`src/shared/pgp_pkg.sv`:
```
// shared constants for the general port block
package pgp_pkg;
  // port width
  localparam int PGP_W = 8;

  // register byte addresses on the host bus
  localparam logic [7:0] PGP_OFS_DIR = 8'haf;
  localparam logic [7:0] PGP_OFS_LVL = 8'hcf;
  localparam logic [7:0] PGP_OFS_OUT = 8'hef;

  // reset values
  localparam logic [7:0] PGP_RST_DIR = 8'h00;
  localparam logic [7:0] PGP_RST_LVL = 8'hff;
  localparam logic [7:0] PGP_RST_OUT = 8'h00;
  // read data for an unmapped address
  localparam logic [7:0] PGP_RD_NONE = 8'h00;

  // host interface modes that use the read strobe and ready
  localparam logic [1:0] PGP_MODE0 = 2'h0;
  localparam logic [1:0] PGP_MODE1 = 2'h1;

  // pin positions of the two alternate-function pins
  localparam int PGP_BIT_INT = 6;
  localparam int PGP_BIT_WRH = 7;

  // host access sequencer
  typedef enum logic [1:0] {
    PGP_ST_IDLE,
    PGP_ST_BUSY,
    PGP_ST_DONE
  } pgp_state_t;
endpackage

```
`src/logic/pgp_port.sv`:
```
`timescale 1ns/10ps
module pgp_port
  import pgp_pkg::*;
#(
  parameter logic [3:0] ALT_INT_MODES = 4'h3, // modes giving pin 6 to int_n
  parameter logic [3:0] ALT_WRH_MODES = 4'h2  // modes giving pin 7 to wrh_n
) (
  // clock, reset, enable
  input  wire logic             sys_clk,
  input  wire logic             reset,
  input  wire logic             clk_en,
  // host interface mode, from on-chip logic
  input  wire logic [1:0]       host_mode,
  // host parallel bus pins
  input  wire logic             cs_n,
  input  wire logic             rd_n,
  input  wire logic             wr_n,
  input  wire logic [7:0]       addr,
  input  wire logic [7:0]       data_in,
  output logic      [7:0]       data_out,
  output logic                  data_oe_n,
  output logic                  ready_out,
  output logic                  ready_oe_n,
  // port pins
  input  wire logic [PGP_W-1:0] pin_in,
  output logic      [PGP_W-1:0] pin_out,
  output logic      [PGP_W-1:0] pin_oe_n,
  output logic                  pullup_en,
  // alternate functions of the top pins
  input  wire logic             int_n_req,
  output logic                  wrh_n_out
);

  // two-stage synchronisers for all pin inputs
  logic             cs_n_s1_r, cs_n_s2_r;  // chip select
  logic             rd_n_s1_r, rd_n_s2_r;  // read strobe
  logic             wr_n_s1_r, wr_n_s2_r;  // write strobe
  logic [7:0]       addr_s1_r, addr_s2_r;  // address
  logic [7:0]       din_s1_r, din_s2_r;    // write data
  logic [PGP_W-1:0] pin_s1_r, pin_s2_r;    // port levels

  // first stages only feed second stages
  always_ff @(posedge sys_clk) begin
    if (reset) begin
      cs_n_s1_r <= 1'b1;
      cs_n_s2_r <= 1'b1;
      rd_n_s1_r <= 1'b1;
      rd_n_s2_r <= 1'b1;
      wr_n_s1_r <= 1'b1;
      wr_n_s2_r <= 1'b1;
      addr_s1_r <= 8'h00;
      addr_s2_r <= 8'h00;
      din_s1_r  <= 8'h00;
      din_s2_r  <= 8'h00;
      pin_s1_r  <= PGP_RST_LVL;
      pin_s2_r  <= PGP_RST_LVL;
    end else if (clk_en) begin
      cs_n_s1_r <= cs_n;
      cs_n_s2_r <= cs_n_s1_r;
      rd_n_s1_r <= rd_n;
      rd_n_s2_r <= rd_n_s1_r;
      wr_n_s1_r <= wr_n;
      wr_n_s2_r <= wr_n_s1_r;
      addr_s1_r <= addr;
      addr_s2_r <= addr_s1_r;
      din_s1_r  <= data_in;
      din_s2_r  <= din_s1_r;
      pin_s1_r  <= pin_in;
      pin_s2_r  <= pin_s1_r;
    end
  end

  // decoded bus conditions
  logic bus_mode;  // mode with read strobe and ready
  logic rd_req;    // synced read request
  logic wr_req;    // synced write request
  logic alt_int;   // pin 6 taken by int_n
  logic alt_wrh;   // pin 7 taken by wrh_n

  always_comb begin
    bus_mode = (host_mode == PGP_MODE0) || (host_mode == PGP_MODE1);
    rd_req   = bus_mode && !cs_n_s2_r && !rd_n_s2_r;
    wr_req   = bus_mode && !cs_n_s2_r && !wr_n_s2_r && rd_n_s2_r;
    alt_int  = ALT_INT_MODES[host_mode];
    alt_wrh  = ALT_WRH_MODES[host_mode];
  end

  // host access sequencer state
  pgp_state_t st_r, st_nxt;
  logic       is_rd_r, is_rd_nxt;  // current cycle is a read

  // idle waits, busy does the access, done holds until strobes drop
  always_comb begin
    st_nxt    = st_r;
    is_rd_nxt = is_rd_r;
    case (st_r)
      PGP_ST_IDLE: begin
        if (rd_req || wr_req) begin
          st_nxt    = PGP_ST_BUSY;
          is_rd_nxt = rd_req;
        end
      end
      PGP_ST_BUSY: begin
        st_nxt = PGP_ST_DONE;
      end
      PGP_ST_DONE: begin
        // strobes gone: cycle over, new one may start
        if (!rd_req && !wr_req) begin
          st_nxt = PGP_ST_IDLE;
        end
      end
      default: begin
        st_nxt = PGP_ST_IDLE;
      end
    endcase
  end

  always_ff @(posedge sys_clk) begin
    if (reset) begin
      st_r    <= PGP_ST_IDLE;
      is_rd_r <= 1'b0;
    end else if (clk_en) begin
      st_r    <= st_nxt;
      is_rd_r <= is_rd_nxt;
    end
  end

  // register file
  logic [PGP_W-1:0] dir_r, dir_nxt;  // direction config
  logic [PGP_W-1:0] out_r, out_nxt;  // output latch
  logic             pu_r, pu_nxt;    // pull-ups still on
  logic             wr_dir;          // direction write strobe
  logic             wr_out;          // latch write strobe

  // writes take effect in the busy cycle only, once per bus cycle
  always_comb begin
    wr_dir  = (st_r == PGP_ST_BUSY) && !is_rd_r && (addr_s2_r == PGP_OFS_DIR);
    wr_out  = (st_r == PGP_ST_BUSY) && !is_rd_r && (addr_s2_r == PGP_OFS_OUT);
    dir_nxt = dir_r;
    out_nxt = out_r;
    pu_nxt  = pu_r;
    if (wr_dir) begin
      dir_nxt = din_s2_r;
      pu_nxt  = 1'b0;
    end
    if (wr_out) begin
      out_nxt = din_s2_r;
    end
  end

  always_ff @(posedge sys_clk) begin
    if (reset) begin
      dir_r <= PGP_RST_DIR;
      out_r <= PGP_RST_OUT;
      pu_r  <= 1'b1;
    end else if (clk_en) begin
      dir_r <= dir_nxt;
      out_r <= out_nxt;
      pu_r  <= pu_nxt;
    end
  end

  // bus outputs
  logic [7:0] dout_r, dout_nxt;     // read data
  logic       doe_n_r, doe_n_nxt;   // data drive, low = driving
  logic       rdy_oe_r, rdy_oe_nxt; // ready pull-down, low = pulling

  // data latched in busy so it stays steady while driven
  always_comb begin
    dout_nxt   = dout_r;
    doe_n_nxt  = 1'b1;
    rdy_oe_nxt = 1'b1;
    if (st_r == PGP_ST_BUSY && is_rd_r) begin
      case (addr_s2_r)
        PGP_OFS_DIR: dout_nxt = dir_r;
        PGP_OFS_LVL: dout_nxt = pin_s2_r;
        PGP_OFS_OUT: dout_nxt = out_r;
        default:     dout_nxt = PGP_RD_NONE;
      endcase
    end
    // drive data only while read is held and done
    if (st_nxt == PGP_ST_DONE && is_rd_nxt && rd_req) begin
      doe_n_nxt = 1'b0;
    end
    // hold ready low from request until access is done
    if (st_nxt == PGP_ST_BUSY) begin
      rdy_oe_nxt = 1'b0;
    end
  end

  always_ff @(posedge sys_clk) begin
    if (reset) begin
      dout_r   <= PGP_RD_NONE;
      doe_n_r  <= 1'b1;
      rdy_oe_r <= 1'b1;
    end else if (clk_en) begin
      dout_r   <= dout_nxt;
      doe_n_r  <= doe_n_nxt;
      rdy_oe_r <= rdy_oe_nxt;
    end
  end

  // pin drivers, registered so every pin output is a flop
  logic [PGP_W-1:0] pdrv_r, pdrv_nxt;  // pin drive value
  logic [PGP_W-1:0] poe_r, poe_nxt;    // pin enable, low = driving
  logic             wrh_r, wrh_nxt;    // wrh_n seen on pin 7

  always_comb begin
    pdrv_nxt = out_r;
    poe_nxt  = ~dir_r;
    wrh_nxt  = 1'b1;
    // int_n leaves through pin 6 in its modes
    if (alt_int) begin
      pdrv_nxt[PGP_BIT_INT] = int_n_req;
      poe_nxt[PGP_BIT_INT]  = 1'b0;
    end
    // pin 7 becomes the wrh_n strobe input
    if (alt_wrh) begin
      poe_nxt[PGP_BIT_WRH] = 1'b1;
      wrh_nxt              = pin_s2_r[PGP_BIT_WRH];
    end
  end

  always_ff @(posedge sys_clk) begin
    if (reset) begin
      pdrv_r <= PGP_RST_OUT;
      poe_r  <= {PGP_W{1'b1}};
      wrh_r  <= 1'b1;
    end else if (clk_en) begin
      pdrv_r <= pdrv_nxt;
      poe_r  <= poe_nxt;
      wrh_r  <= wrh_nxt;
    end
  end

  // outputs straight from flops, all but the constant ready_out
  assign data_out   = dout_r;
  assign data_oe_n  = doe_n_r;
  assign ready_out  = 1'b0; // open drain only ever pulls low
  assign ready_oe_n = rdy_oe_r;
  assign pin_out    = pdrv_r;
  assign pin_oe_n   = poe_r;
  assign pullup_en  = pu_r;
  assign wrh_n_out  = wrh_r;

  // checks
  property p_dir_in;
    @(posedge sys_clk) disable iff (reset)
      (clk_en && !dir_r[0]) |=> pin_oe_n[0];
  endproperty
  a_dir_in: assert property (p_dir_in) else $error("input pin driven");

  property p_dir_out;
    @(posedge sys_clk) disable iff (reset)
      (clk_en && dir_r[1]) |=> (!pin_oe_n[1] && pin_out[1] == $past(out_r[1]));
  endproperty
  a_dir_out: assert property (p_dir_out) else $error("output pin wrong");

  property p_dir_wr;
    @(posedge sys_clk) disable iff (reset)
      (clk_en && wr_dir) |=> (dir_r == $past(din_s2_r));
  endproperty
  a_dir_wr: assert property (p_dir_wr) else $error("direction not stored");

  property p_pullup;
    @(posedge sys_clk) disable iff (reset)
      $fell(pullup_en) |-> $past(wr_dir);
  endproperty
  a_pullup: assert property (p_pullup) else $error("pull-up dropped early");

  property p_pullup_stay;
    @(posedge sys_clk) disable iff (reset)
      !pullup_en |=> !pullup_en;
  endproperty
  a_pullup_stay: assert property (p_pullup_stay) else $error("pull-up back on");

  property p_rst_val;
    @(posedge sys_clk)
      reset |=> (dir_r == PGP_RST_DIR && out_r == PGP_RST_OUT && pin_s2_r == PGP_RST_LVL);
  endproperty
  a_rst_val: assert property (p_rst_val) else $error("bad reset value");

  property p_lvl_rd;
    @(posedge sys_clk) disable iff (reset)
      (clk_en && st_r == PGP_ST_BUSY && is_rd_r && addr_s2_r == PGP_OFS_LVL)
        |=> (data_out == $past(pin_s2_r));
  endproperty
  a_lvl_rd: assert property (p_lvl_rd) else $error("level read wrong");

  property p_out_wr;
    @(posedge sys_clk) disable iff (reset)
      (clk_en && wr_out) |=> (out_r == $past(din_s2_r));
  endproperty
  a_out_wr: assert property (p_out_wr) else $error("latch not stored");

  property p_keep;
    @(posedge sys_clk) disable iff (reset)
      (clk_en && !wr_out) |=> $stable(out_r);
  endproperty
  a_keep: assert property (p_keep) else $error("latch changed");

  property p_alt;
    @(posedge sys_clk) disable iff (reset)
      (clk_en && alt_wrh) |=> pin_oe_n[PGP_BIT_WRH];
  endproperty
  a_alt: assert property (p_alt) else $error("pin 7 driven in alt mode");

  property p_drive;
    @(posedge sys_clk) disable iff (reset)
      !data_oe_n |-> (st_r == PGP_ST_DONE && is_rd_r);
  endproperty
  a_drive: assert property (p_drive) else $error("data driven outside read");

  property p_ready;
    @(posedge sys_clk) disable iff (reset)
      (clk_en && st_r == PGP_ST_IDLE && (rd_req || wr_req))
        |=> !ready_oe_n ##1 (clk_en ? ready_oe_n : 1'b1);
  endproperty
  a_ready: assert property (p_ready) else $error("ready sequence wrong");

  c_read: cover property (@(posedge sys_clk) disable iff (reset) !data_oe_n);
  c_write: cover property (@(posedge sys_clk) disable iff (reset) wr_out);
  c_pu_off: cover property (@(posedge sys_clk) disable iff (reset) $fell(pullup_en));
endmodule

```
`config.mk`:
```
export PLATFORM = sky130hd
export DESIGN_NAME = pgp_port
export DESIGN_NICKNAME = d
export VERILOG_FILES = /design/src/shared/pgp_pkg.sv /design/src/logic/pgp_port.sv
export SDC_FILE = /design/constraint.sdc
export NUM_CORES = 1
export LEC_CHECK = 0
export BUFFER_PORTS_ARGS = -buffer_cell sky130_fd_sc_hd__buf_2
export CAP_MARGIN = 0
export CORE_ASPECT_RATIO = 0.75
export CORE_MARGIN = 1
export CORE_UTILIZATION = 49
export DETAILED_ROUTE_END_ITERATION = 16
export PLACE_DENSITY_LB_ADDON = 0.25
export SLEW_MARGIN = 20
export SYNTH_ARGS = -nofsm -noshare
export SYNTH_HDL_FRONTEND = slang
export SYNTH_SLANG_ARGS = --single-unit
```
`constraint.sdc`:
```
create_clock -name sys_clk -period 2.8 [get_ports sys_clk]
set_input_delay 0.56 -clock sys_clk [delete_from_list [all_inputs] [get_ports sys_clk]]
set_output_delay 0.56 -clock sys_clk [all_outputs]
set_load 0.03 [all_outputs]
```
==> metrics.txt <==
status=finished, final reports clean; drt first pass iters=5; area of the mapped netlist=0.00399 mm²; cells along the critical path=nor2b_1, a22oi_1, o32ai_1; Post-Place Cell Area=0.00430 mm²; f_max=559 MHz; Max Clock Skew=0.00970 ns; hpwl dp=5.25 mm; FP Rows=28; CTS H-Tree Depth=3; Initial DRC Count=107; DR WL/cell=14.0 µm; clk sinks=101; Max rail drop VDD=0.000289 V; FFs w/ async S/R, synth=0%; vias=2772; pwr/cell area=572 mW/mm²; WP data required=3.06 ns; Internal Pwr Total=0.00198 W; post-CTS setup repair buffer count=0; die width=106 µm; GP Congestion=0.762; Antenna Cells=0; Yosys Warn Count=0; fin nets=467; HP Class=input port to flip-flop; Num CTS Buffers=9; Seq/Total Area, Yosys=50.7%; IO Pins=62; Final ANT Viol Nets=0; register area=0.00202 mm²; GRT Resource Usage Total=18.7%; Net Count, Synth=419; Pins Over Slew Limit=0; Syn Area/Cell=10.3 µm²; Worst-Margin Slew=0.712 ns; PortBufs=60; part of the cycle the worst path needs=63.9%; Tmin final=1.79 ns; unrepaired setup endpoints after global routing=no; P&R area growth vs syn=12.4%; Pleak=1.90 nW; Hold Buf Count CTS=0; largest fanout on the critical path=13; Seq pwr share=58.8%; core area=0.00788 mm²; Total Wirelength=7.61 mm; Sw Pwr=0.000590 W; Syn Inst Count=386; post_cts resized=0; Worst Hold Slack=0.400 ns; DRC errors left=0; vias in the first global route=2529; Comb power frac=7.3%; total grt overflow=0; switching part of the total power=23.0%; first-pass GRT wire length=12.4 mm; Critical Path End Type=flip-flop; main flop type after synthesis=dfxtp_1; Setup TNS=0 ns; Clock Latency Late Sink=0.36 ns; multi-input logic area=0.00177 mm²; root buf cell=clkbuf_8; crit start category=flip-flop; post-route cell area=0.00448 mm²; Final Hold Viols=0; fraction of layout cells with a size suffix above 1=21.2%; # fillers=725; max incr delay on CP=0.66 ns; initial antenna violation count=0; Starting Density=50.6%; CTS tree=done; Seq cells post-synth=101; Data arrival, critical path=2.04 ns; Synth cell types=37; CP max stage cell=dfxtp_1; clock buffer depth=2; Final Setup Violations=0; full die area=0.00851 mm²; largest net degree at the start of global routing=58; vias per cell=5.10; slew margin rel.=52.6%; max-capacitance violation count=0; number of synthesized flops with an enable pin=0; Clock Pin Slew Worst Setup and Hold Paths=0.09 ns; Die H=80.1 µm; WS Path Type=flip-flop to flip-flop; Clock Power Share=34.0%
stage by stage:
stage | setup WS, ns | std cells | utilization (%) | power [W]
after global placement | 0.941 | 528 | 54.6 | 0.00172
after global routing | 0.903 | 543 | 56.9 | 0.00267
final | 1.01 | 543 | 56.9 | 0.00257
after detailed placement | 0.951 | 528 | 54.6 | 0.00173
after floorplan | 1.33 | 386 | - | 0.00168
after CTS | 1.02 | 543 | 56.9 | 0.00259
power groups by stage:
| stage | sequential, W | combinational [W] | clock [W] |
|---|---|---|---|
| finish | 0.00151 | 0.000187 | 0.000871 |
| global route | 0.00151 | 0.000208 | 0.000945 |
| CTS | 0.00151 | 0.000189 | 0.000896 |
| detailed placement | 0.00154 | 0.000188 | 0 |
| global placement | 0.00154 | 0.000184 | 0 |
| floorplan | 0.00154 | 0.000143 | 0 |
synthesized netlist by cell type (all sizes together), types with 3 or more instances:
cell type / number / area [µm²]
dfxtp: 101 / 2020
mux2i: 56 / 561
a22oi: 8 / 60.1
o32ai: 8 / 70.1
a21oi: 3 / 15.0
nor2: 43 / 161
nand2b: 31 / 194
a21o: 3 / 23.8
buf: 20 / 128
nand2: 10 / 37.5
clkbuf: 9 / 36.3
nor2b: 26 / 163
a211o: 23 / 201
o21ai: 8 / 40.0
inv: 9 / 33.8
mux2: 8 / 90.1
cells by family after synthesis:
logic type                synth area share (%)
muxes                                     16.3
other                                   0.0940
AOI/OAI and AO/OA                         11.5
and+or+nand+nor                           16.3
buffers and inverters                     4.96
xor gates and xnor gates                 0.220
DFF                                       50.7
worst paths after layout:
kind                                   start     endpoint  slack [ns]  cells past startpoint
worst max register to register  addr_s2_r[6]  data_out[6]        1.01                      3
worst min-delay path                    cs_n    cs_n_s1_r        0.40                      2
worst min register to register   data_out[1]  data_out[1]        0.46                      2
worst max-delay path            addr_s2_r[6]  data_out[6]        1.01                      3
area by class of cell:
type,count,share of cell area [%]
clock buffers,10,2.85
well taps,105,2.93
flip-flops and latches,101,45.1
multi-input cells,247,39.4
inverters,9,0.754
clock inverters,5,1.17
repair buffers,66,7.76
layer usage:
layer,GRT usage (%),wire (µm)
met5,0,0
met4,6.25,99
met3,4.30,298
met2,28.2,3190
met1,26.3,4020
layout by cell type, fill, tap and decap left out, types with 2 or more instances in the layout:
cell type	Yosys	routed
dfxtp_1	101	101
buf_2	12	59
mux2i_1	56	56
nor2_1	43	43
nand2b_1	31	31
nor2b_1	26	26
a211o_1	23	23
nand2_1	10	10
inv_1	9	9
clkbuf_8	0	9
mux2_2	8	8
a22oi_1	8	8
o32ai_1	8	8
o21ai_0	7	7
buf_4	6	7
a21oi_1	3	3
clkinv_2	0	3
and4_1	2	2
a21o_1	2	2
nor3_1	2	2
a31oi_1	2	2
or2_2	2	2
worst max-delay path, delay by kind of cell, from the launching register on:
family / cells / cell delay, ns
flip-flops: 1 / 0.66
AND/OR/NAND/NOR: 1 / 0.55
AO/OA/AOI/OAI: 2 / 0.48
Power figures use the tool's default switching activity.
